File: config.mk
export PLATFORM = sky130hd
export DESIGN_NAME = txdyn_top
export DESIGN_NICKNAME = d
export VERILOG_FILES = /design/src/common/txdyn_pkg.sv /design/src/txdyn_ms_tick.sv /design/src/txdyn_quiet_det.sv /design/src/txdyn_top.sv
export VERILOG_INCLUDE_DIRS = /design/src /design/src/common
export SDC_FILE = /design/constraint.sdc
export NUM_CORES = 1
export LEC_CHECK = 0
export BUFFER_PORTS_ARGS = -buffer_cell sky130_fd_sc_hd__buf_2
export CORE_MARGIN = 8
export CORE_UTILIZATION = 55
export CTS_BUF_LIST = sky130_fd_sc_hd__clkbuf_8
export DETAILED_ROUTE_END_ITERATION = 8
export GPL_TIMING_DRIVEN = 0
export PLACE_DENSITY = 0.9
export SLEW_MARGIN = 20
export SYNTH_ARGS = -nofsm -noshare
export SYNTH_HDL_FRONTEND = slang
export SYNTH_HIERARCHICAL = 1
export SYNTH_SLANG_ARGS = --single-unit
File: constraint.sdc
create_clock -name i_clk -period 2.5 [get_ports i_clk]
set_clock_uncertainty 0.05 [all_clocks]
set_input_delay 0.5 -clock i_clk [delete_from_list [all_inputs] [get_ports i_clk]]
set_output_delay 0.5 -clock i_clk [all_outputs]
set_load 0.01 [all_outputs]
File: src/common/txdyn_map.svh
/*
 * Property numbers, field widths, reset values and timing counts of the
 * transmit dynamics and signal-quality settings.
 * Assumes inclusion by bare name; definitions only.
 */
`ifndef TXDYN_MAP_SVH
`define TXDYN_MAP_SVH

// property numbers as seen on the command port
`define TXDYN_PROP_COMP_THRESHOLD  16'h2201
`define TXDYN_PROP_COMP_RELEASE    16'h2203
`define TXDYN_PROP_COMP_GAIN       16'h2204
`define TXDYN_PROP_LIM_RELEASE     16'h2205
`define TXDYN_PROP_QUALITY_SELECT  16'h2300
`define TXDYN_PROP_QUIET_THRESHOLD 16'h2301
`define TXDYN_PROP_QUIET_DURATION  16'h2302

// reset values
`define TXDYN_RST_COMP_THRESHOLD   16'hFFD8
`define TXDYN_RST_COMP_RELEASE     3'h4
`define TXDYN_RST_COMP_GAIN        6'h0F
`define TXDYN_RST_LIM_RELEASE      16'h0066
`define TXDYN_RST_QUALITY_SELECT   3'h0
`define TXDYN_RST_QUIET_THRESHOLD  8'h00
`define TXDYN_RST_QUIET_DURATION   16'h0000

// field limits
`define TXDYN_COMP_RELEASE_MAX     3'h4
`define TXDYN_COMP_GAIN_MAX        6'h14
`define TXDYN_LIM_RELEASE_MIN      16'h0005
`define TXDYN_LIM_RELEASE_MAX      16'h07D0
`define TXDYN_QUIET_THRESHOLD_MIN  (-70)
`define TXDYN_COMP_THRESHOLD_MIN   (-40)

// detector select bit positions
`define TXDYN_SEL_QUIET_BIT        0
`define TXDYN_SEL_LOUD_BIT         1
`define TXDYN_SEL_OVERDEV_BIT      2

// compressor release times in ms
`define TXDYN_REL0_MS              10'd100
`define TXDYN_REL1_MS              10'd200
`define TXDYN_REL2_MS              10'd350
`define TXDYN_REL3_MS              10'd525
`define TXDYN_REL4_MS              10'd1000

// timing: clock rate and the 1 ms duration unit
`define TXDYN_CLK_HZ               25000000
`define TXDYN_UNIT_MS              1
`define TXDYN_MS_CYCLES            ((`TXDYN_CLK_HZ / 1000) * `TXDYN_UNIT_MS)

`endif

File: src/common/txdyn_pkg.sv
/*
 * Types shared by the transmit dynamics block.
 * Assumes txdyn_map.svh is on the include path.
 */
package txdyn_pkg;
`include "txdyn_map.svh"

    // one property access from the host
    typedef struct packed {
        logic        valid;
        logic        write;
        logic [15:0] prop;
        logic [15:0] data;
    } txdyn_cmd_t;

    // signal-quality status answer
    typedef struct packed {
        logic valid;
        logic overdeviation_flag;
        logic loud_input_flag;
        logic quiet_input_flag;
    } txdyn_status_t;

    // every flip-flop of the top module
    typedef struct packed {
        logic [15:0]   comp_thr;
        logic [2:0]    comp_rel;
        logic [5:0]    comp_gain;
        logic [15:0]   limiter_release_count;
        logic [2:0]    det_sel;
        logic [7:0]    quiet_input_threshold;
        logic [15:0]   quiet_input_duration;
        logic          cts;
        logic          rvalid;
        logic [15:0]   rdata;
        logic          err;
        logic          tuned;
        logic [2:0]    flags;
        logic          stat_valid;
        txdyn_status_t stat;
        logic          above_comp;
        logic [9:0]    rel_left;
        logic          rel_active;
        logic [5:0]    gain_out;
        logic          above_lim;
        logic          lim_start;
    } txdyn_state_t;

    // compressor release code to milliseconds
    function automatic logic [9:0] txdyn_release_ms(input logic [2:0] code);
        case (code)
            3'h0:    return `TXDYN_REL0_MS;
            3'h1:    return `TXDYN_REL1_MS;
            3'h2:    return `TXDYN_REL2_MS;
            3'h3:    return `TXDYN_REL3_MS;
            default: return `TXDYN_REL4_MS;
        endcase
    endfunction
endpackage

File: src/txdyn_ms_tick.sv
/*
 * Millisecond tick generator for the dynamics block.
 * Assumes one clock; i_srst synchronous active high.
 */
`timescale 1ns/1ns
module txdyn_ms_tick #(
    parameter int unsigned CYCLES = 25000
) (
    input  wire logic i_clk,
    input  wire logic i_srst,
    output logic      o_tick
);
    import txdyn_pkg::*;

    typedef struct packed {
        logic [31:0] cnt;
        logic        tick;
    } txdyn_tick_state_t;

    txdyn_tick_state_t s_reg;
    txdyn_tick_state_t s_next;

    if (CYCLES < 1) begin : g_chk
        $error("txdyn_ms_tick: CYCLES must be at least 1");
    end

    // free-running divider, one pulse per CYCLES clocks
    always_comb begin
        s_next = s_reg;
        s_next.tick = 1'b0;
        if (s_reg.cnt == 32'(CYCLES - 1)) begin
            s_next.cnt = 32'h0;
            s_next.tick = 1'b1;
        end else begin
            s_next.cnt = s_reg.cnt + 32'h1;
        end
    end

    always_ff @(posedge i_clk) begin
        if (i_srst) begin
            s_reg <= '0;
        end else begin
            s_reg <= s_next;
        end
    end

    assign o_tick = s_reg.tick;
endmodule

File: src/txdyn_quiet_det.sv
/*
 * Quiet-input duration detector: fires once the level has stayed below
 * the threshold for the programmed number of milliseconds.
 * Assumes i_tick is one-cycle pulse each ms from the same clock.
 */
`timescale 1ns/1ns
module txdyn_quiet_det (
    input  wire logic        i_clk,
    input  wire logic        i_srst,
    input  wire logic        i_run,
    input  wire logic        i_below,
    input  wire logic        i_tick,
    input  wire logic [15:0] i_duration,
    output logic             o_hit
);
    import txdyn_pkg::*;

    typedef struct packed {
        logic [15:0] ms;
        logic        fired;
        logic        hit;
    } txdyn_quiet_state_t;

    txdyn_quiet_state_t s_reg;
    txdyn_quiet_state_t s_next;

    // any break in the quiet run restarts the count
    always_comb begin
        s_next = s_reg;
        s_next.hit = 1'b0;
        if (!i_run || !i_below) begin
            s_next = '0;
        end else if (!s_reg.fired && s_reg.ms >= i_duration) begin
            s_next.hit = 1'b1;
            s_next.fired = 1'b1;
        end else if (i_tick && s_reg.ms != 16'hFFFF) begin
            s_next.ms = s_reg.ms + 16'h1;
        end
    end

    always_ff @(posedge i_clk) begin
        if (i_srst) begin
            s_reg <= '0;
        end else begin
            s_reg <= s_next;
        end
    end

    assign o_hit = s_reg.hit;
endmodule

File: src/txdyn_top.sv
/*
 * Transmit audio dynamics and signal-quality settings: property
 * store behind the command port, compressor gain and release timing,
 * limiter release start, and the quality detectors with their status.
 * Assumes the command port, level inputs and events come from logic on
 * i_clk; an access taken while i_powered_up is low is refused with err.
 */
`timescale 1ns/1ns
`include "txdyn_map.svh"
// Behaviour
// - release code 0..4 maps 100..1000 ms, resets 4
// - release time starts on compression-to-gain fall
// - gain is 6 bits, 0..20 dB, resets 15
// - gain applies only below compression threshold
// - clear-to-send returns after each access
// - limiter release 16 bits, 5..2000, resets 102
// - limiter release used on falling below threshold
// - overdeviation reported only when select bit 2
// - bit 1 loud, bit 0 quiet; all off
// - status returns only enabled detector flags
// - quiet threshold 8-bit dBFS, -70..0, resets 0
// - quiet candidate only while below threshold
// - quiet duration 16-bit ms count, resets 0
// - quiet flag after full continuous duration
// - detectors and status run after tune command; the code also answers status before tune, with valid low
// - compression threshold signed dB, resets -40
module txdyn_top #(
    parameter int unsigned MS_CYCLES = `TXDYN_MS_CYCLES
) (
    input  wire logic                    i_clk,
    input  wire logic                    i_srst,
    input  wire logic                    i_powered_up,
    input  wire txdyn_pkg::txdyn_cmd_t   i_cmd,
    input  wire logic                    i_tune_cmd,
    input  wire logic                    i_status_req,
    input  wire logic [7:0]              i_level_dbfs,
    input  wire logic                    i_over_limit,
    input  wire logic                    i_overdev_event,
    input  wire logic                    i_loud_event,
    output logic                         o_cts,
    output logic                         o_rvalid,
    output logic [15:0]                  o_rdata,
    output logic                         o_err,
    output logic                         o_stat_valid,
    output txdyn_pkg::txdyn_status_t     o_stat,
    output logic [5:0]                   o_gain_db,
    output logic                         o_comp_releasing,
    output logic                         o_lim_release_start,
    output logic [15:0]                  o_limiter_release_count
);
    import txdyn_pkg::*;

    txdyn_state_t s_reg;
    txdyn_state_t s_next;
    logic         ms_tick;
    logic         quiet_hit;
    logic         quiet_below;
    logic         comp_above;
    logic         cmd_take;
    logic [15:0]  rd_word;
    logic         rd_hit;
    logic [2:0]   events;

    if (MS_CYCLES < 1) begin : g_chk
        $error("txdyn_top: MS_CYCLES must be at least 1");
    end

    txdyn_ms_tick #(
        .CYCLES (MS_CYCLES)
    ) u_tick (
        .i_clk  (i_clk),
        .i_srst (i_srst),
        .o_tick (ms_tick)
    );

    // candidate only while strictly below the quiet threshold
    assign quiet_below = $signed(i_level_dbfs) < $signed(s_reg.quiet_input_threshold);

    txdyn_quiet_det u_quiet (
        .i_clk      (i_clk),
        .i_srst     (i_srst),
        .i_run      (s_reg.tuned && s_reg.det_sel[`TXDYN_SEL_QUIET_BIT]),
        .i_below    (quiet_below),
        .i_tick     (ms_tick),
        .i_duration (s_reg.quiet_input_duration),
        .o_hit      (quiet_hit)
    );

    // threshold is a small signed dB value, low byte carries it
    assign comp_above = $signed(i_level_dbfs) >= $signed(s_reg.comp_thr[7:0]);
    assign cmd_take = i_cmd.valid && s_reg.cts;

    // read mux; fields sit in low bits, everything above reads zero
    always_comb begin
        rd_word = 16'h0000;
        rd_hit = 1'b1;
        case (i_cmd.prop)
            `TXDYN_PROP_COMP_THRESHOLD:  rd_word = s_reg.comp_thr;
            `TXDYN_PROP_COMP_RELEASE:    rd_word = {13'h0000, s_reg.comp_rel};
            `TXDYN_PROP_COMP_GAIN:       rd_word = {10'h000, s_reg.comp_gain};
            `TXDYN_PROP_LIM_RELEASE:     rd_word = s_reg.limiter_release_count;
            `TXDYN_PROP_QUALITY_SELECT:  rd_word = {13'h0000, s_reg.det_sel};
            `TXDYN_PROP_QUIET_THRESHOLD: rd_word = {8'h00, s_reg.quiet_input_threshold};
            `TXDYN_PROP_QUIET_DURATION:  rd_word = s_reg.quiet_input_duration;
            default:                     rd_hit = 1'b0;
        endcase
    end

    // detector events, each gated by its enable and by a prior tune
    always_comb begin
        events = 3'h0;
        if (s_reg.tuned) begin
            events[`TXDYN_SEL_OVERDEV_BIT] = i_overdev_event &&
                s_reg.det_sel[`TXDYN_SEL_OVERDEV_BIT];
            events[`TXDYN_SEL_LOUD_BIT] = i_loud_event &&
                s_reg.det_sel[`TXDYN_SEL_LOUD_BIT];
            events[`TXDYN_SEL_QUIET_BIT] = quiet_hit;
        end
    end

    // next-state: property access, status, compressor and limiter
    always_comb begin
        s_next = s_reg;
        s_next.cts = 1'b1;
        s_next.rvalid = 1'b0;
        s_next.err = 1'b0;
        s_next.stat_valid = 1'b0;
        s_next.lim_start = 1'b0;

        // a busy cycle follows every taken access, then cts returns
        if (cmd_take) begin
            s_next.cts = 1'b0;
            if (!i_powered_up) begin
                s_next.err = 1'b1;
            end else if (!i_cmd.write) begin
                s_next.rvalid = 1'b1;
                s_next.rdata = rd_word;
                s_next.err = !rd_hit;
            end else begin
                // out-of-range writes keep the old value and flag err
                case (i_cmd.prop)
                    `TXDYN_PROP_COMP_THRESHOLD: begin
                        if ($signed(i_cmd.data) <= 0 &&
                            $signed(i_cmd.data) >= `TXDYN_COMP_THRESHOLD_MIN) begin
                            s_next.comp_thr = i_cmd.data;
                        end else begin
                            s_next.err = 1'b1;
                        end
                    end
                    `TXDYN_PROP_COMP_RELEASE: begin
                        if (i_cmd.data <= 16'(`TXDYN_COMP_RELEASE_MAX)) begin
                            s_next.comp_rel = i_cmd.data[2:0];
                        end else begin
                            s_next.err = 1'b1;
                        end
                    end
                    `TXDYN_PROP_COMP_GAIN: begin
                        if (i_cmd.data <= 16'(`TXDYN_COMP_GAIN_MAX)) begin
                            s_next.comp_gain = i_cmd.data[5:0];
                        end else begin
                            s_next.err = 1'b1;
                        end
                    end
                    `TXDYN_PROP_LIM_RELEASE: begin
                        if (i_cmd.data >= `TXDYN_LIM_RELEASE_MIN &&
                            i_cmd.data <= `TXDYN_LIM_RELEASE_MAX) begin
                            s_next.limiter_release_count = i_cmd.data;
                        end else begin
                            s_next.err = 1'b1;
                        end
                    end
                    `TXDYN_PROP_QUALITY_SELECT: begin
                        s_next.det_sel = i_cmd.data[2:0];
                    end
                    `TXDYN_PROP_QUIET_THRESHOLD: begin
                        if (i_cmd.data[15:8] == 8'h00 &&
                            $signed(i_cmd.data[7:0]) <= 0 &&
                            $signed(i_cmd.data[7:0]) >= `TXDYN_QUIET_THRESHOLD_MIN) begin
                            s_next.quiet_input_threshold = i_cmd.data[7:0];
                        end else begin
                            s_next.err = 1'b1;
                        end
                    end
                    `TXDYN_PROP_QUIET_DURATION: begin
                        s_next.quiet_input_duration = i_cmd.data;
                    end
                    default: begin
                        s_next.err = 1'b1;
                    end
                endcase
            end
        end

        // tune arms the detectors; stays armed until reset
        if (i_tune_cmd) begin
            s_next.tuned = 1'b1;
        end

        // status read clears the flags, but a same-cycle event survives
        s_next.flags = s_reg.flags | events;
        if (i_status_req && s_reg.cts && !i_cmd.valid) begin
            s_next.stat_valid = 1'b1;
            s_next.stat.valid = s_reg.tuned;
            s_next.stat.overdeviation_flag = s_reg.flags[2] && s_reg.det_sel[2];
            s_next.stat.loud_input_flag = s_reg.flags[1] && s_reg.det_sel[1];
            s_next.stat.quiet_input_flag = s_reg.flags[0] && s_reg.det_sel[0];
            s_next.flags = events;
        end

        // compressor: full gain below threshold, none in compression
        s_next.above_comp = comp_above;
        s_next.gain_out = comp_above ? 6'h00 : s_reg.comp_gain;
        if (s_reg.above_comp && !comp_above) begin
            s_next.rel_left = txdyn_release_ms(s_reg.comp_rel);
        end else if (ms_tick && s_reg.rel_left != 10'h000) begin
            s_next.rel_left = s_reg.rel_left - 10'h001;
        end
        s_next.rel_active = s_next.rel_left != 10'h000;

        // limiter: release starts when level drops back under limit
        s_next.above_lim = i_over_limit;
        s_next.lim_start = s_reg.above_lim && !i_over_limit;
    end

    always_ff @(posedge i_clk) begin
        if (i_srst) begin
            s_reg <= '0;
            s_reg.comp_thr <= `TXDYN_RST_COMP_THRESHOLD;
            s_reg.comp_rel <= `TXDYN_RST_COMP_RELEASE;
            s_reg.comp_gain <= `TXDYN_RST_COMP_GAIN;
            s_reg.limiter_release_count <= `TXDYN_RST_LIM_RELEASE;
            s_reg.det_sel <= `TXDYN_RST_QUALITY_SELECT;
            s_reg.quiet_input_threshold <= `TXDYN_RST_QUIET_THRESHOLD;
            s_reg.quiet_input_duration <= `TXDYN_RST_QUIET_DURATION;
            s_reg.cts <= 1'b1;
        end else begin
            s_reg <= s_next;
        end
    end

    // every output straight from the state register
    assign o_cts = s_reg.cts;
    assign o_rvalid = s_reg.rvalid;
    assign o_rdata = s_reg.rdata;
    assign o_err = s_reg.err;
    assign o_stat_valid = s_reg.stat_valid;
    assign o_stat = s_reg.stat;
    assign o_gain_db = s_reg.gain_out;
    assign o_comp_releasing = s_reg.rel_active;
    assign o_lim_release_start = s_reg.lim_start;
    assign o_limiter_release_count = s_reg.limiter_release_count;
endmodule

Word-level counts from Yosys, hierarchy flattened
Index checks and enable logic that the tools add are counted.
{"block": "op_classes", "multipliers": 0, "n_addsub": 3, "magnitude_cmp": 11, "n_eq_ne": 12, "muxes": 20, "n_shift": 0, "bitwise_logic": 5, "div": 0, "n_reduce_logical": 46}
{"operator": "== test 16 x 14 -> 1 bit (second input constant)", "count": 7}
{"operator": "case mux 16 bit (7 select lines)", "count": 1}
{"operator": "case mux 10 bit (4 select lines)", "count": 1}
{"operator": "2-to-1 mux 17 bit", "count": 2}
{"operator": "adder 32 x 1 -> 32 bit (second input constant)", "count": 1}
{"operator": "== test 32 x 15 -> 1 bit (second input constant)", "count": 1}
{"operator": "AND reduction 5 bit", "count": 5}
{"operator": "2-to-1 mux 10 bit", "count": 2}
{"operator": "nonzero test 10 bit", "count": 2}
{"operator": "2-to-1 mux 19 bit", "count": 1}
{"operator": "logical AND 1 bit", "count": 18}
{"operator": "adder 16 x 1 -> 16 bit (second input constant)", "count": 1}
{"operator": ">= comparator 16 bit", "count": 1}
{"operator": ">= comparator 16 x 3 -> 1 bit (second input constant)", "count": 1}
{"operator": ">= comparator 16 x 7 -> 1 bit (second input constant)", "count": 1}
{"operator": "less-or-equal comparator 16 x 1 -> 1 bit (second input constant)", "count": 1}
{"operator": "less-or-equal comparator 16 x 11 -> 1 bit (second input constant)", "count": 1}
{"operator": "less-or-equal comparator 16 x 3 -> 1 bit (second input constant)", "count": 1}
{"operator": "less-or-equal comparator 16 x 5 -> 1 bit (second input constant)", "count": 1}
{"operator": "!= test 16 bit (second input constant)", "count": 1}
{"operator": "2-to-1 mux 1 bit", "count": 10}
{"operator": "OR reduction 2 bit", "count": 5}
{"operator": "subtractor 10 x 1 -> 10 bit (second input constant)", "count": 1}
{"operator": ">= comparator 8 bit", "count": 1}
{"operator": "other kinds (19)", "count": 30}
{"block": "totals", "output_inout_bits": 48, "n_memories": 0, "mem_bits_rw": 0, "latch_bits": 0, "word_cells": 126, "inputBits": 50, "register_bits": 167, "mem_bits_ro": 0}

Longest topological paths before layout
Gate-level depths: netlist (run 1).
{"block": "depth", "word_depth": 8, "ltp_mapped": 12, "depth_no_buf": 11}

Modules after synthesis
Netlist (run 1), hierarchy kept.
{"mod": "txdyn_top", "area_each_um2": 5835.6, "n_inst": 1, "seq_area_each_um2": 2322.2, "cells_each": 663}
{"mod": "txdyn_ms_tick", "area_each_um2": 1641.6, "n_inst": 1, "seq_area_each_um2": 660.6, "cells_each": 187}
{"mod": "txdyn_quiet_det", "area_each_um2": 1386.3, "n_inst": 1, "seq_area_each_um2": 360.3, "cells_each": 167}

Worst setup path after synthesis (run 1)
No wires, ideal clock.
{"block": "synth_timing", "path_type": "input -> register", "start": "input i_level_dbfs[1]", "end": "register u_quiet/s_reg[10] in the netlist's numbering", "setup_ns": 0.070, "slack_ns": -0.054, "stages": 11, "arrival_ns": 2.434, "required_time_ns": 2.380, "path_buffers": 2, "path_cell_list": "ha_1 a21o_1 a21o_1 a211oi_1 o21bai_1 a221oi_1 nand2_1 or2_2 buf_1 clkbuf_1 a21oi_1"}
{"block": "synth_via", "elab_chain_cells": 4}
{"item": "start: declaration", "line": "txdyn_top.sv:36", "text": "input wire logic [7:0] i_level_dbfs,"}
{"item": "< comparator 8 bit", "line": "txdyn_top.sv:77", "text": "assign quiet_below = $signed(i_level_dbfs) < $signed(s_reg.quiet_input_threshold);"}
{"item": "net quiet_below", "line": "txdyn_top.sv:57", "text": "logic quiet_below;"}
{"item": "logical NOT 1 bit", "line": "txdyn_quiet_det.sv:31", "text": "if (!i_run || !i_below) begin"}
{"item": "logical OR 1 bit", "line": "txdyn_quiet_det.sv:31"}
{"item": "OR reduction 2 bit (no source line)"}
{"item": "end signal: assignment", "line": "txdyn_quiet_det.sv:45", "text": "s_reg <= s_next;"}
{"item": "end: declaration", "line": "txdyn_quiet_det.sv:24", "text": "txdyn_quiet_state_t s_reg;"}
The timed path passes the listed nets, and every way through them passes these cells.
A chain may end at the register's enable or synchronous reset.

==> metrics.csv, run 1 <==
stage;metric;value;unit
outcome;outcome;finished clean;
timing;rsz0062_at_grt;yes;
cells_and_area;area_growth_syn_to_layout;16.7;%
logic_synthesis;syn_inst;1017;
timing;max_freq;403;MHz
cells_and_area;n_antenna_cell;0;
logic_synthesis;synthArstFlopShare;0;%
cells_and_area;stdcell_area;0.0103;mm²
power;p_sw_share;28.5;%
critical_path;crit_path_cell_trace;inv_2, ha_4, a21o_1, a21o_1, a211oi_2, o21bai_1, a221oi_2, nand2_1, buf_6, or3_1, mux2i_1;
floorplanning;fp.dieW;143;µm
power;power_density;491;mW/mm²
critical_path;path_depth;11;
global_routing;grt_usage;23.7;%
clock_tree;cts.clk_slew.worst_paths;0.11;ns
power;ir_drop;0.000332;V
floorplanning;io-pin-count;98;
routing;vias;8408;
logic_synthesis;synth_area;0.00886;mm²
logic_synthesis;synth_warnings;6;
global_routing;grt_pass1_wl;38700;µm
logic_synthesis;synth.avg_cell_area;8.72;µm²
timing;finalSetupViolCount;0;
timing;max_slew_margin;35.2;%
logic_synthesis;synthFlopType;dfxtp_1;
clock_tree;cts.sinks;167;
logic_synthesis;synth_edf_count;0;
clock_tree;hold_buffers;0;
floorplanning;fp.dieH;143;µm
timing;finalSetupTns;0;ns
critical_path;cp_slowest_stage_delay;0.35;ns
power;power.switching;1450;µW
cells_and_area;largest_reg_flops;68;
cells_and_area;fin_nets;1227;
routing;first_pass_iters;5;
timing;min_period;2.48;ns
hold_path;hold_depth;2;
routing;viasPerCell;6.13;
timing;maxSlewViolCount;0;
logic_synthesis;synth_area_leaders;dfxtp_1 (38%), ha_1 (4.9%), a21oi_1 (4.2%);
global_routing;grt_overflow;0;
critical_path;r2r_cells;11;
critical_path;crit_path_frequent_cell;a21o_1;
logic_synthesis;synth.distinct_cells;82;
cells_and_area;n_fill_cell;1177;
floorplanning;core-area;0.0158;mm²
logic_synthesis;synth_nets;1102;
placement;dp_hpwl;18100;µm
routing;drt_iter0_markers;1054;
clock_tree;numCtsBuffers;17;
power;power_frac_comb;8.1;%
logic_synthesis;yosysTopAreaCellShare;37.7;%
hold_path;hold_class;primary input to flop;
routing;routed_wl;25200;µm
clock_tree;max-clock-path-buffers;2;
logic_synthesis;ys_seq_elements;167;
floorplanning;row_count;46;
power;internal_power;3630;µW
clock_tree;clock_latency;0.48;ns
critical_path;start_kind;flop;
flow_run;cap_violations;0;
placement;gp_congestion;0.932;
timing;period_share;99.2;%
global_routing;grt_pass1_vias;7714;
routing;wl_per_cell;18.3;µm
routing;route.detailed.drc;0;
critical_path;cp.required;2.85;ns
placement;port_buffers;92;
floorplanning;start_util;56.0;%
critical_path;worstSetupPathType;flop to flop;
critical_path;slowest_stage;dfxtp_2;
critical_path;path_max_fanout;5;
clock_tree;htreeDepth;4;
cells_and_area;drive_gt1_share;24.3;%
power;p_leak;0.00395;µW
floorplanning;die_area;0.0204;mm²
power;pwr-share-clk;38.4;%
global_routing;antenna_found_initial;0;
critical_path;critPathTopFamily;compound AO/OA/AOI/OAI gates;
placement;dpl_cell_area;0.00962;mm²
critical_path;cp-end-kind;flop;
logic_synthesis;synth_top_area_cell;dfxtp_1;
global_routing;grt_max_degree;19;
clock_tree;tritoncts;yes;
routing;ant_nets;0;
timing;finalHoldViolations;0;
clock_tree;root_buffer;clkbuf_8;
power;p_seq_share;53.5;%
logic_synthesis;synth-seq-area-share;37.7;%
critical_path;arrival;2.83;ns
critical_path;crit_buf_inv;2;
timing;tightestPinTransition;0.964;ns
-- metrics by stage --
| stage | util (%) | setup slack [ns] | std cells | total power, µW | hold slack (ns) |
|---|---|---|---|---|---|
| finish | 65.3 | 0.0194 | 1371 | 5080 | 0.142 |
| global route | 65.3 | -0.0578 | 1371 | 5240 | 0.148 |
| CTS | 64.0 | 0.00530 | 1364 | 5060 | 0.130 |
| detailed placement | 60.8 | -0.577 | 1325 | 3160 | 0.392 |
| global placement | 60.8 | -0.565 | 1325 | 3150 | 0.387 |
| floorplan | - | 0.0447 | 1017 | 3000 | 0.377 |
-- cell usage in the layout (no fill, tap or decap), types with 25 or more instances in the layout --
cell type and instances:
nor2_1 82, dfxtp_1 156, nand2_1 86, nand3_1 29, inv_1 47, ha_1 33
clkbuf_1 25, mux2i_1 36, buf_4 55, a21oi_1 71, buf_2 101
-- cells by family after synthesis --
family | after synthesis | share of synthesized area [%]
compound gates | 229 | 18.1
simple gates | 389 | 24.3
fa+ha+maj | 35 | 4.94
xor+xnor | 16 | 1.58
buf+inv | 145 | 9.29
mux | 36 | 4.07
flops | 167 | 37.7
-- power groups by stage --
stage / Combinational, µW / Clock [µW] / Sequential [µW]
global route: 437 / 2080 / 2720
global placement: 371 / 0 / 2780
CTS: 386 / 1960 / 2720
floorplan: 226 / 0 / 2780
detailed placement: 379 / 0 / 2780
finish: 409 / 1950 / 2720
-- worst paths after layout --
| path | start | end | slack [ns] |
|---|---|---|---|
| worst min-delay path | i_over_limit | o_lim_release_start | 0.14 |
| worst max register to register | s_reg[65] | u_quiet/s_reg[13] | 0.02 |
| worst min register to register | o_stat[1] | o_stat[1] | 0.41 |
| worst max-delay path | s_reg[65] | u_quiet/s_reg[13] | 0.02 |
-- routing by layer --
layer / global-route usage (%) / wire length (µm)
met5: 0 / 0
met2: 36.2 / 11300
met4: 9.06 / 553
met3: 6.38 / 2750
met1: 31.2 / 10600
-- repair_timing --
item	CTS	global route
pin swaps	6	17
endpoints found under the setup margin	43	48
gates resized for setup	14	42
buffers inserted	7	6
cloned	0	2
-- synth_stat cells (all sizes together), types with 12 or more instances --
library cell  count
a21o             15
and2             13
o21ai            24
a22oi            17
buf              62
inv              49
nor2b            14
a21oi            75
or3              15
ha               35
mux2i            36
dfxtp           167
a211oi           18
nor4             20
nor3             22
or4              24
clkbuf           33
a211o            12
nor2             85
nand2            87
nand4            25
o31ai            22
nand3            31
-- final cells by class --
type	instances	area (µm²)	share of cell area, %
Multi-Input combinational cell	705	4870	47.1
Tap cell	216	270	2.61
Clock buffer	18	248	2.40
Timing Repair Buffer	107	599	5.79
Clock inverter	14	153	1.48
Sequential cell	167	3360	32.5
Buffer	95	654	6.33
Inverter	49	184	1.78
-- worst register-to-register path, cell delays in order (launching register included) --
cell      delay, ns
dfxtp_2        0.35
inv_2          0.04
ha_4           0.22
a21o_1         0.19
a21o_1         0.16
a211oi_2       0.16
o21bai_1       0.12
a221oi_2       0.31
nand2_1        0.17
buf_6          0.16
or3_1          0.30
mux2i_1        0.16
Power figures use the tool's default switching activity.
==> run 2, diff against run 1 <==
Settings changed: ABC_AREA set to 1, CORE_UTILIZATION 55 to 36, PLACE_DENSITY 0.9 to 0.66.
==> metrics.csv, run 2 <==
stage;metric;value;unit
outcome;outcome;finished clean;
critical_path;start_kind;flop;
power;power_density;487;mW/mm²
cells_and_area;final_util;41.6;%
timing;finalHoldViolations;0;
cells_and_area;final_common_cell;nand2_1;
timing;max_freq;437;MHz
clock_tree;root_buffer;clkbuf_8;
critical_path;cp.required;2.85;ns
logic_synthesis;yosysTopAreaCellShare;35.9;%
power;p_leak;0.00470;µW
cells_and_area;stdcell_count;1849;
clock_tree;numCtsBuffers;17;
routing;route.detailed.drc;0;
hold_path;hold_class;primary input to flop;
clock_tree;cts.clk_slew.worst_paths;0.10;ns
logic_synthesis;synth.most_common_cell;nand2_1;
cells_and_area;drive_gt1_share;15.5;%
floorplanning;fp.dieW;177;µm
critical_path;cp-end-kind;flop;
clock_tree;cts.sinks;167;
timing;rsz0062_at_grt;no;
logic_synthesis;synth-seq-area-share;35.9;%
logic_synthesis;synth_area;0.00930;mm²
power;p_seq_share;52.0;%
critical_path;r2r_cells;15;
timing;tightestPinTransition;0.707;ns
routing;drt_iter0_markers;735;
logic_synthesis;synth_warnings;6;
logic_synthesis;synth_edf_count;0;
global_routing;grt_max_degree;17;
routing;viasPerCell;4.91;
routing;wl_per_cell;14.4;µm
cells_and_area;n_fill_cell;2737;
logic_synthesis;synth.distinct_cells;46;
power;internal_power;3840;µW
placement;port_buffers;96;
floorplanning;core-area;0.0257;mm²
hold_path;hold_depth;3;
floorplanning;fp.dieH;177;µm
timing;fin_hold_ws;0.205;ns
logic_synthesis;synth_area_leaders;dfxtp_1 (36%), nand2_1 (13%), nor2_1 (8.6%);
clock_tree;hold_buffers;0;
critical_path;worstSetupPathType;flop to flop;
global_routing;grt_overflow;0;
timing;maxSlewViolCount;0;
logic_synthesis;ys_seq_elements;167;
global_routing;grt_usage;16.9;%
logic_synthesis;synth_nets;1467;
power;pwr-share-clk;41.3;%
critical_path;rr_endpoint;u_quiet/s_reg[3];
flow_run;cap_violations;0;
timing;period_share;91.6;%
clock_tree;clock_latency;0.47;ns
floorplanning;row_count;59;
global_routing;antenna_found_initial;5;
floorplanning;die_area;0.0312;mm²
timing;min_period;2.29;ns
placement;gp_congestion;0.880;
critical_path;rrSetupSlack;0.21;ns
cells_and_area;largest_reg_flops;68;
logic_synthesis;synth_top_cells_by_count;nand2_1 (320), nor2_1 (214), inv_1 (189);
power;power.switching;1350;µW
global_routing;grt_pass1_vias;8503;
logic_synthesis;syn_inst;1382;
hold_path;hp-start;i_over_limit;
routing;ant_nets;0;
floorplanning;start_util;36.2;%
routing;routed_wl;26500;µm
clock_tree;max-clock-path-buffers;2;
floorplanning;io-pin-count;98;
cells_and_area;fin_nets;1584;
power;p_sw_share;26.0;%
cells_and_area;layout_common_cells;nand2_1 (320), nor2_1 (211), inv_1 (189);
logic_synthesis;synth.avg_cell_area;6.73;µm²
timing;max_slew_margin;52.9;%
logic_synthesis;synthFlopType;dfxtp_1;
power;power_frac_comb;6.7;%
logic_synthesis;synth_top_area_cell;dfxtp_1;
clock_tree;htreeDepth;4;
critical_path;path_max_fanout;10;
global_routing;grt_pass1_wl;42500;µm
power;ir_drop;0.000303;V
placement;dp_cells;1813;
placement;dp_hpwl;20700;µm
critical_path;timing.rr.start;s_reg[65];
timing;finalSetupViolCount;0;
hold_path;hold_end;s_reg[1];
clock_tree;tritoncts;yes;
routing;first_pass_iters;6;
routing;vias;9077;
logic_synthesis;synthArstFlopShare;0;%
critical_path;arrival;2.64;ns
cells_and_area;area_growth_syn_to_layout;14.8;%
-- run 2: changes by cell type in the layout (fill, tap and decap cells not counted), moves of 19 or more --
cell,before,now
o31ai_1,21,1
a21oi_1,71,90
nand3_1,29,68
inv_1,47,189
nor2_1,82,211
mux2i_1,36,0
or4_1,22,0
nand2_1,86,320
o21ai_0,23,63
-- run 2: power groups by stage --
stage / clock [µW] / sequential (µW) / combinational, µW
floorplan: 0 / 2760 / 203
finish: 2150 / 2700 / 349
CTS: 2180 / 2700 / 346
global route: 2300 / 2710 / 394
global placement: 0 / 2760 / 337
detailed placement: 0 / 2760 / 343
-- run 2: per-layer routing --
metal  vias up  wire length (µm)  share of wire (%)  GRT usage, %
li1       4618                 -                  -             -
met1      4114             12300                 46          22.0
met2       297             11900                 45          27.5
met3        40              1880                7.1          3.78
met4         8               465                1.8          4.87
met5         -                45               0.17             0
-- run 2: cell families after synthesis --
family	Yosys count	synth area share [%]
flip-flops	167	35.9
adder cells (fa/ha/maj)	35	4.71
AO/OA/AOI/OAI	215	13.3
XOR/XNOR	18	1.69
AND/OR/NAND/NOR	677	31.2
buffers and inverters	270	13.2
-- run 2: cell type report --
cell class | count | area (µm²) | area share, %
Timing Repair Buffer | 98 | 499 | 4.67
Tap cell | 335 | 419 | 3.92
Clock buffer | 18 | 248 | 2.32
Multi-Input combinational cell | 945 | 4750 | 44.5
Buffer | 77 | 510 | 4.78
Sequential cell | 167 | 3340 | 31.3
Antenna cell | 2 | 5.00 | 0.0468
Inverter | 193 | 724 | 6.78
Clock inverter | 14 | 183 | 1.71
-- run 2: stage by stage --
| step | total power, µW | instance area [µm²] | setup TNS, ns | worst slack, ns |
|---|---|---|---|---|
| final | 5200 | 10700 | 0 | 0.211 |
| after global routing | 5400 | 10700 | 0 | 0.00892 |
| after CTS | 5230 | 10700 | 0 | 0.123 |
| after detailed placement | 3110 | 10200 | -9.51 | -0.619 |
| after global placement | 3100 | 10200 | -9.11 | -0.616 |
| after floorplan | 2970 | 9300 | 0 | 0.0512 |
-- run 2: worst max-delay path, stage by stage, from the launching register on --
cell and delay (ns):
dfxtp_1 0.35, inv_1 0.07, ha_1 0.26, a21boi_0 0.12, o211ai_1 0.16, nand2_1 0.07
a21oi_1 0.14, nor2_1 0.06, o21ai_1 0.13, nand3_1 0.10, o21ai_0 0.10, nand2_1 0.18
nor2_4 0.15, buf_6 0.15, nand2_1 0.07, nor2_1 0.08
-- run 2: worst max path at each step --
stage | start | endpoint | slack (ns) | cells past startpoint
finish | s_reg[65] | u_quiet/s_reg[3] | 0.21 | 15
detailed placement | i_level_dbfs[1] | u_quiet/s_reg[1] | -0.62 | 15
global placement | i_level_dbfs[1] | u_quiet/s_reg[1] | -0.62 | 15
CTS | s_reg[65] | u_quiet/s_reg[3] | 0.12 | 15
floorplan | i_level_dbfs[1] | u_quiet/s_reg[1] | 0.05 | 14
global route | s_reg[65] | u_quiet/s_reg[3] | 0.009 | 15
-- run 2: repair_timing --
| item | CTS | global route |
|---|---|---|
| endpoints found under the setup margin | 20 | 18 |
| hold endpoints to repair | 0 | 0 |
| pin swaps | 1 | 2 |
| buffers inserted | 1 | 1 |
| gates resized for setup | 5 | 8 |
==> run 3, diff against run 2 <==
Settings changed: MAX_ROUTING_LAYER set to met4.
==> metrics.csv, run 3 (same netlist as run 2, synthesis figures left out) <==
stage;metric;value;unit
critical_path;start_kind;flop;
timing;period_share;90.0;%
floorplanning;die_area;0.0312;mm²
global_routing;grt_usage;17.4;%
routing;routed_wl;26600;µm
cells_and_area;n_fill_cell;2786;
timing;maxSlewViolCount;0;
critical_path;r2r_cells;15;
cells_and_area;largest_reg_flops;68;
routing;wl_per_cell;14.3;µm
critical_path;cp-startpoint;s_reg[65];
global_routing;grt_max_degree;18;
cells_and_area;stdcell_count;1853;
placement;dp_cells;1813;
clock_tree;cts.sinks;167;
critical_path;rrSetupSlack;0.25;ns
cells_and_area;stdcell_area;0.0106;mm²
cells_and_area;area_growth_syn_to_layout;14.3;%
power;p_leak;0.00467;µW
power;power_density;464;mW/mm²
outcome;outcome;finished clean;
critical_path;path_max_fanout;10;
timing;rsz0062_at_grt;no;
cells_and_area;final_common_cell;nand2_1;
placement;gp_congestion;0.904;
global_routing;grt_overflow;0;
clock_tree;hold_buffers;0;
clock_tree;root_buffer;clkbuf_8;
clock_tree;max-clock-path-buffers;2;
global_routing;grt_pass1_vias;8499;
routing;vias;9021;
clock_tree;cts.clk_slew.worst_paths;0.11;ns
floorplanning;row_count;59;
clock_tree;numCtsBuffers;17;
timing;tightestPinTransition;0.683;ns
placement;dp_hpwl;20700;µm
placement;port_buffers;96;
routing;first_pass_iters;5;
floorplanning;fp.dieW;177;µm
routing;ant_nets;0;
clock_tree;tritoncts;yes;
cells_and_area;fin_nets;1583;
critical_path;cp-end-kind;flop;
flow_run;cap_violations;0;
floorplanning;start_util;36.2;%
timing;max_freq;444;MHz
floorplanning;fp.dieH;177;µm
timing;finalHoldViolations;0;
placement;dpl_cell_area;0.0102;mm²
timing;max_slew_margin;54.5;%
cells_and_area;drive_gt1_share;15.4;%
timing;min_period;2.25;ns
global_routing;grt_pass1_wl;42800;µm
cells_and_area;final_util;41.4;%
critical_path;arrival;2.62;ns
floorplanning;io-pin-count;98;
timing;finalSetupViolCount;0;
routing;viasPerCell;4.87;
clock_tree;clock_latency;0.48;ns
critical_path;rr_endpoint;u_quiet/s_reg[1];
routing;route.detailed.drc;0;
routing;drt_iter0_markers;731;
hold_path;hold_depth;3;
clock_tree;htreeDepth;4;
hold_path;hold_class;primary input to flop;
power;ir_drop;0.000265;V
cells_and_area;layout_common_cells;nand2_1 (320), nor2_1 (211), inv_1 (189);
critical_path;worstSetupPathType;flop to flop;
global_routing;antenna_found_initial;6;
critical_path;timing.rr.start;s_reg[65];
floorplanning;core-area;0.0257;mm²
critical_path;cp.required;2.87;ns
hold_path;hold_end;s_reg[28];
hold_path;hp-start;i_tune_cmd;
run 3: changes by cell type in the layout (fill, tap and decap cells not counted), sizes merged:
cell / change
buf: -2
diode: +5
bufinv: -3
clkinv: +8
inv: -3
clkinvlp: -1
run 3: metrics by stage:
step                power, µW  setup TNS (ns)  setup WS (ns)  hold slack, ns
floorplan                2970               0         0.0512           0.352
global placement         3100           -9.19         -0.619           0.359
detailed placement       3110           -9.24         -0.634           0.362
CTS                      4970               0        0.00702           0.158
global route             5130               0         0.0117           0.162
finish                   4940               0          0.250           0.175
run 3: how the worst max path moves through the flow:
stage	end
finish	u_quiet/s_reg[1]
global route	u_quiet/s_reg[14]
CTS	u_quiet/s_reg[1]
detailed placement	u_quiet/s_reg[1]
global placement	u_quiet/s_reg[1]
floorplan	u_quiet/s_reg[1]
run 3: metal layers:
| metal | vias to the layer above | track usage (%) | wire, µm |
|---|---|---|---|
| li1 | 4618 | - | - |
| met1 | 4094 | 22.5 | 12700 |
| met2 | 267 | 27.1 | 11700 |
| met3 | 42 | 3.50 | 1730 |
| met4 | 0 | 5.53 | 462 |
| met5 | - | - | 0 |
run 3: area by class of cell:
| type | instances | area [µm²] | share of cell area [%] |
|---|---|---|---|
| inverters | 193 | 724 | 6.82 |
| clock inverters | 15 | 144 | 1.35 |
| multi-input cells | 945 | 4750 | 44.7 |
| flip-flops and latches | 167 | 3340 | 31.5 |
| repair buffers | 97 | 488 | 4.59 |
| well taps | 335 | 419 | 3.94 |
| diodes | 7 | 17.5 | 0.165 |
| clock buffers | 17 | 234 | 2.20 |
| plain buffers | 77 | 507 | 4.77 |
run 3: timing repair:
action                                  in CTS  in global routing
endpoints found under the setup margin      19                 11
setup buffers                                0                  1
resized for setup                            4                  7
pin swaps                                    0                  2
hold endpoints to repair                     0                  0
gates cloned                                 0                  0
run 3: critical path, cell delays in order (launching register included):
cell and delay (ns):
dfxtp_1 0.35, inv_1 0.07, ha_1 0.26, a21boi_0 0.12
o211ai_1 0.17, nand2_1 0.08, a21oi_1 0.13, nor2_1 0.05
o21ai_1 0.13, nand3_1 0.08, o21ai_0 0.07, nand2_1 0.16
nor2_4 0.16, buf_4 0.18, o21ai_0 0.10, inv_1 0.06
run 3: power by group:
| part | internal (µW) | leakage, µW | switching [µW] |
|---|---|---|---|
| logic | 119 | 0.00313 | 227 |
| clock network | 727 | 0.000191 | 1160 |
| registers | 2680 | 0.00135 | 18.3 |
| total | 3530 | 0.00467 | 1410 |
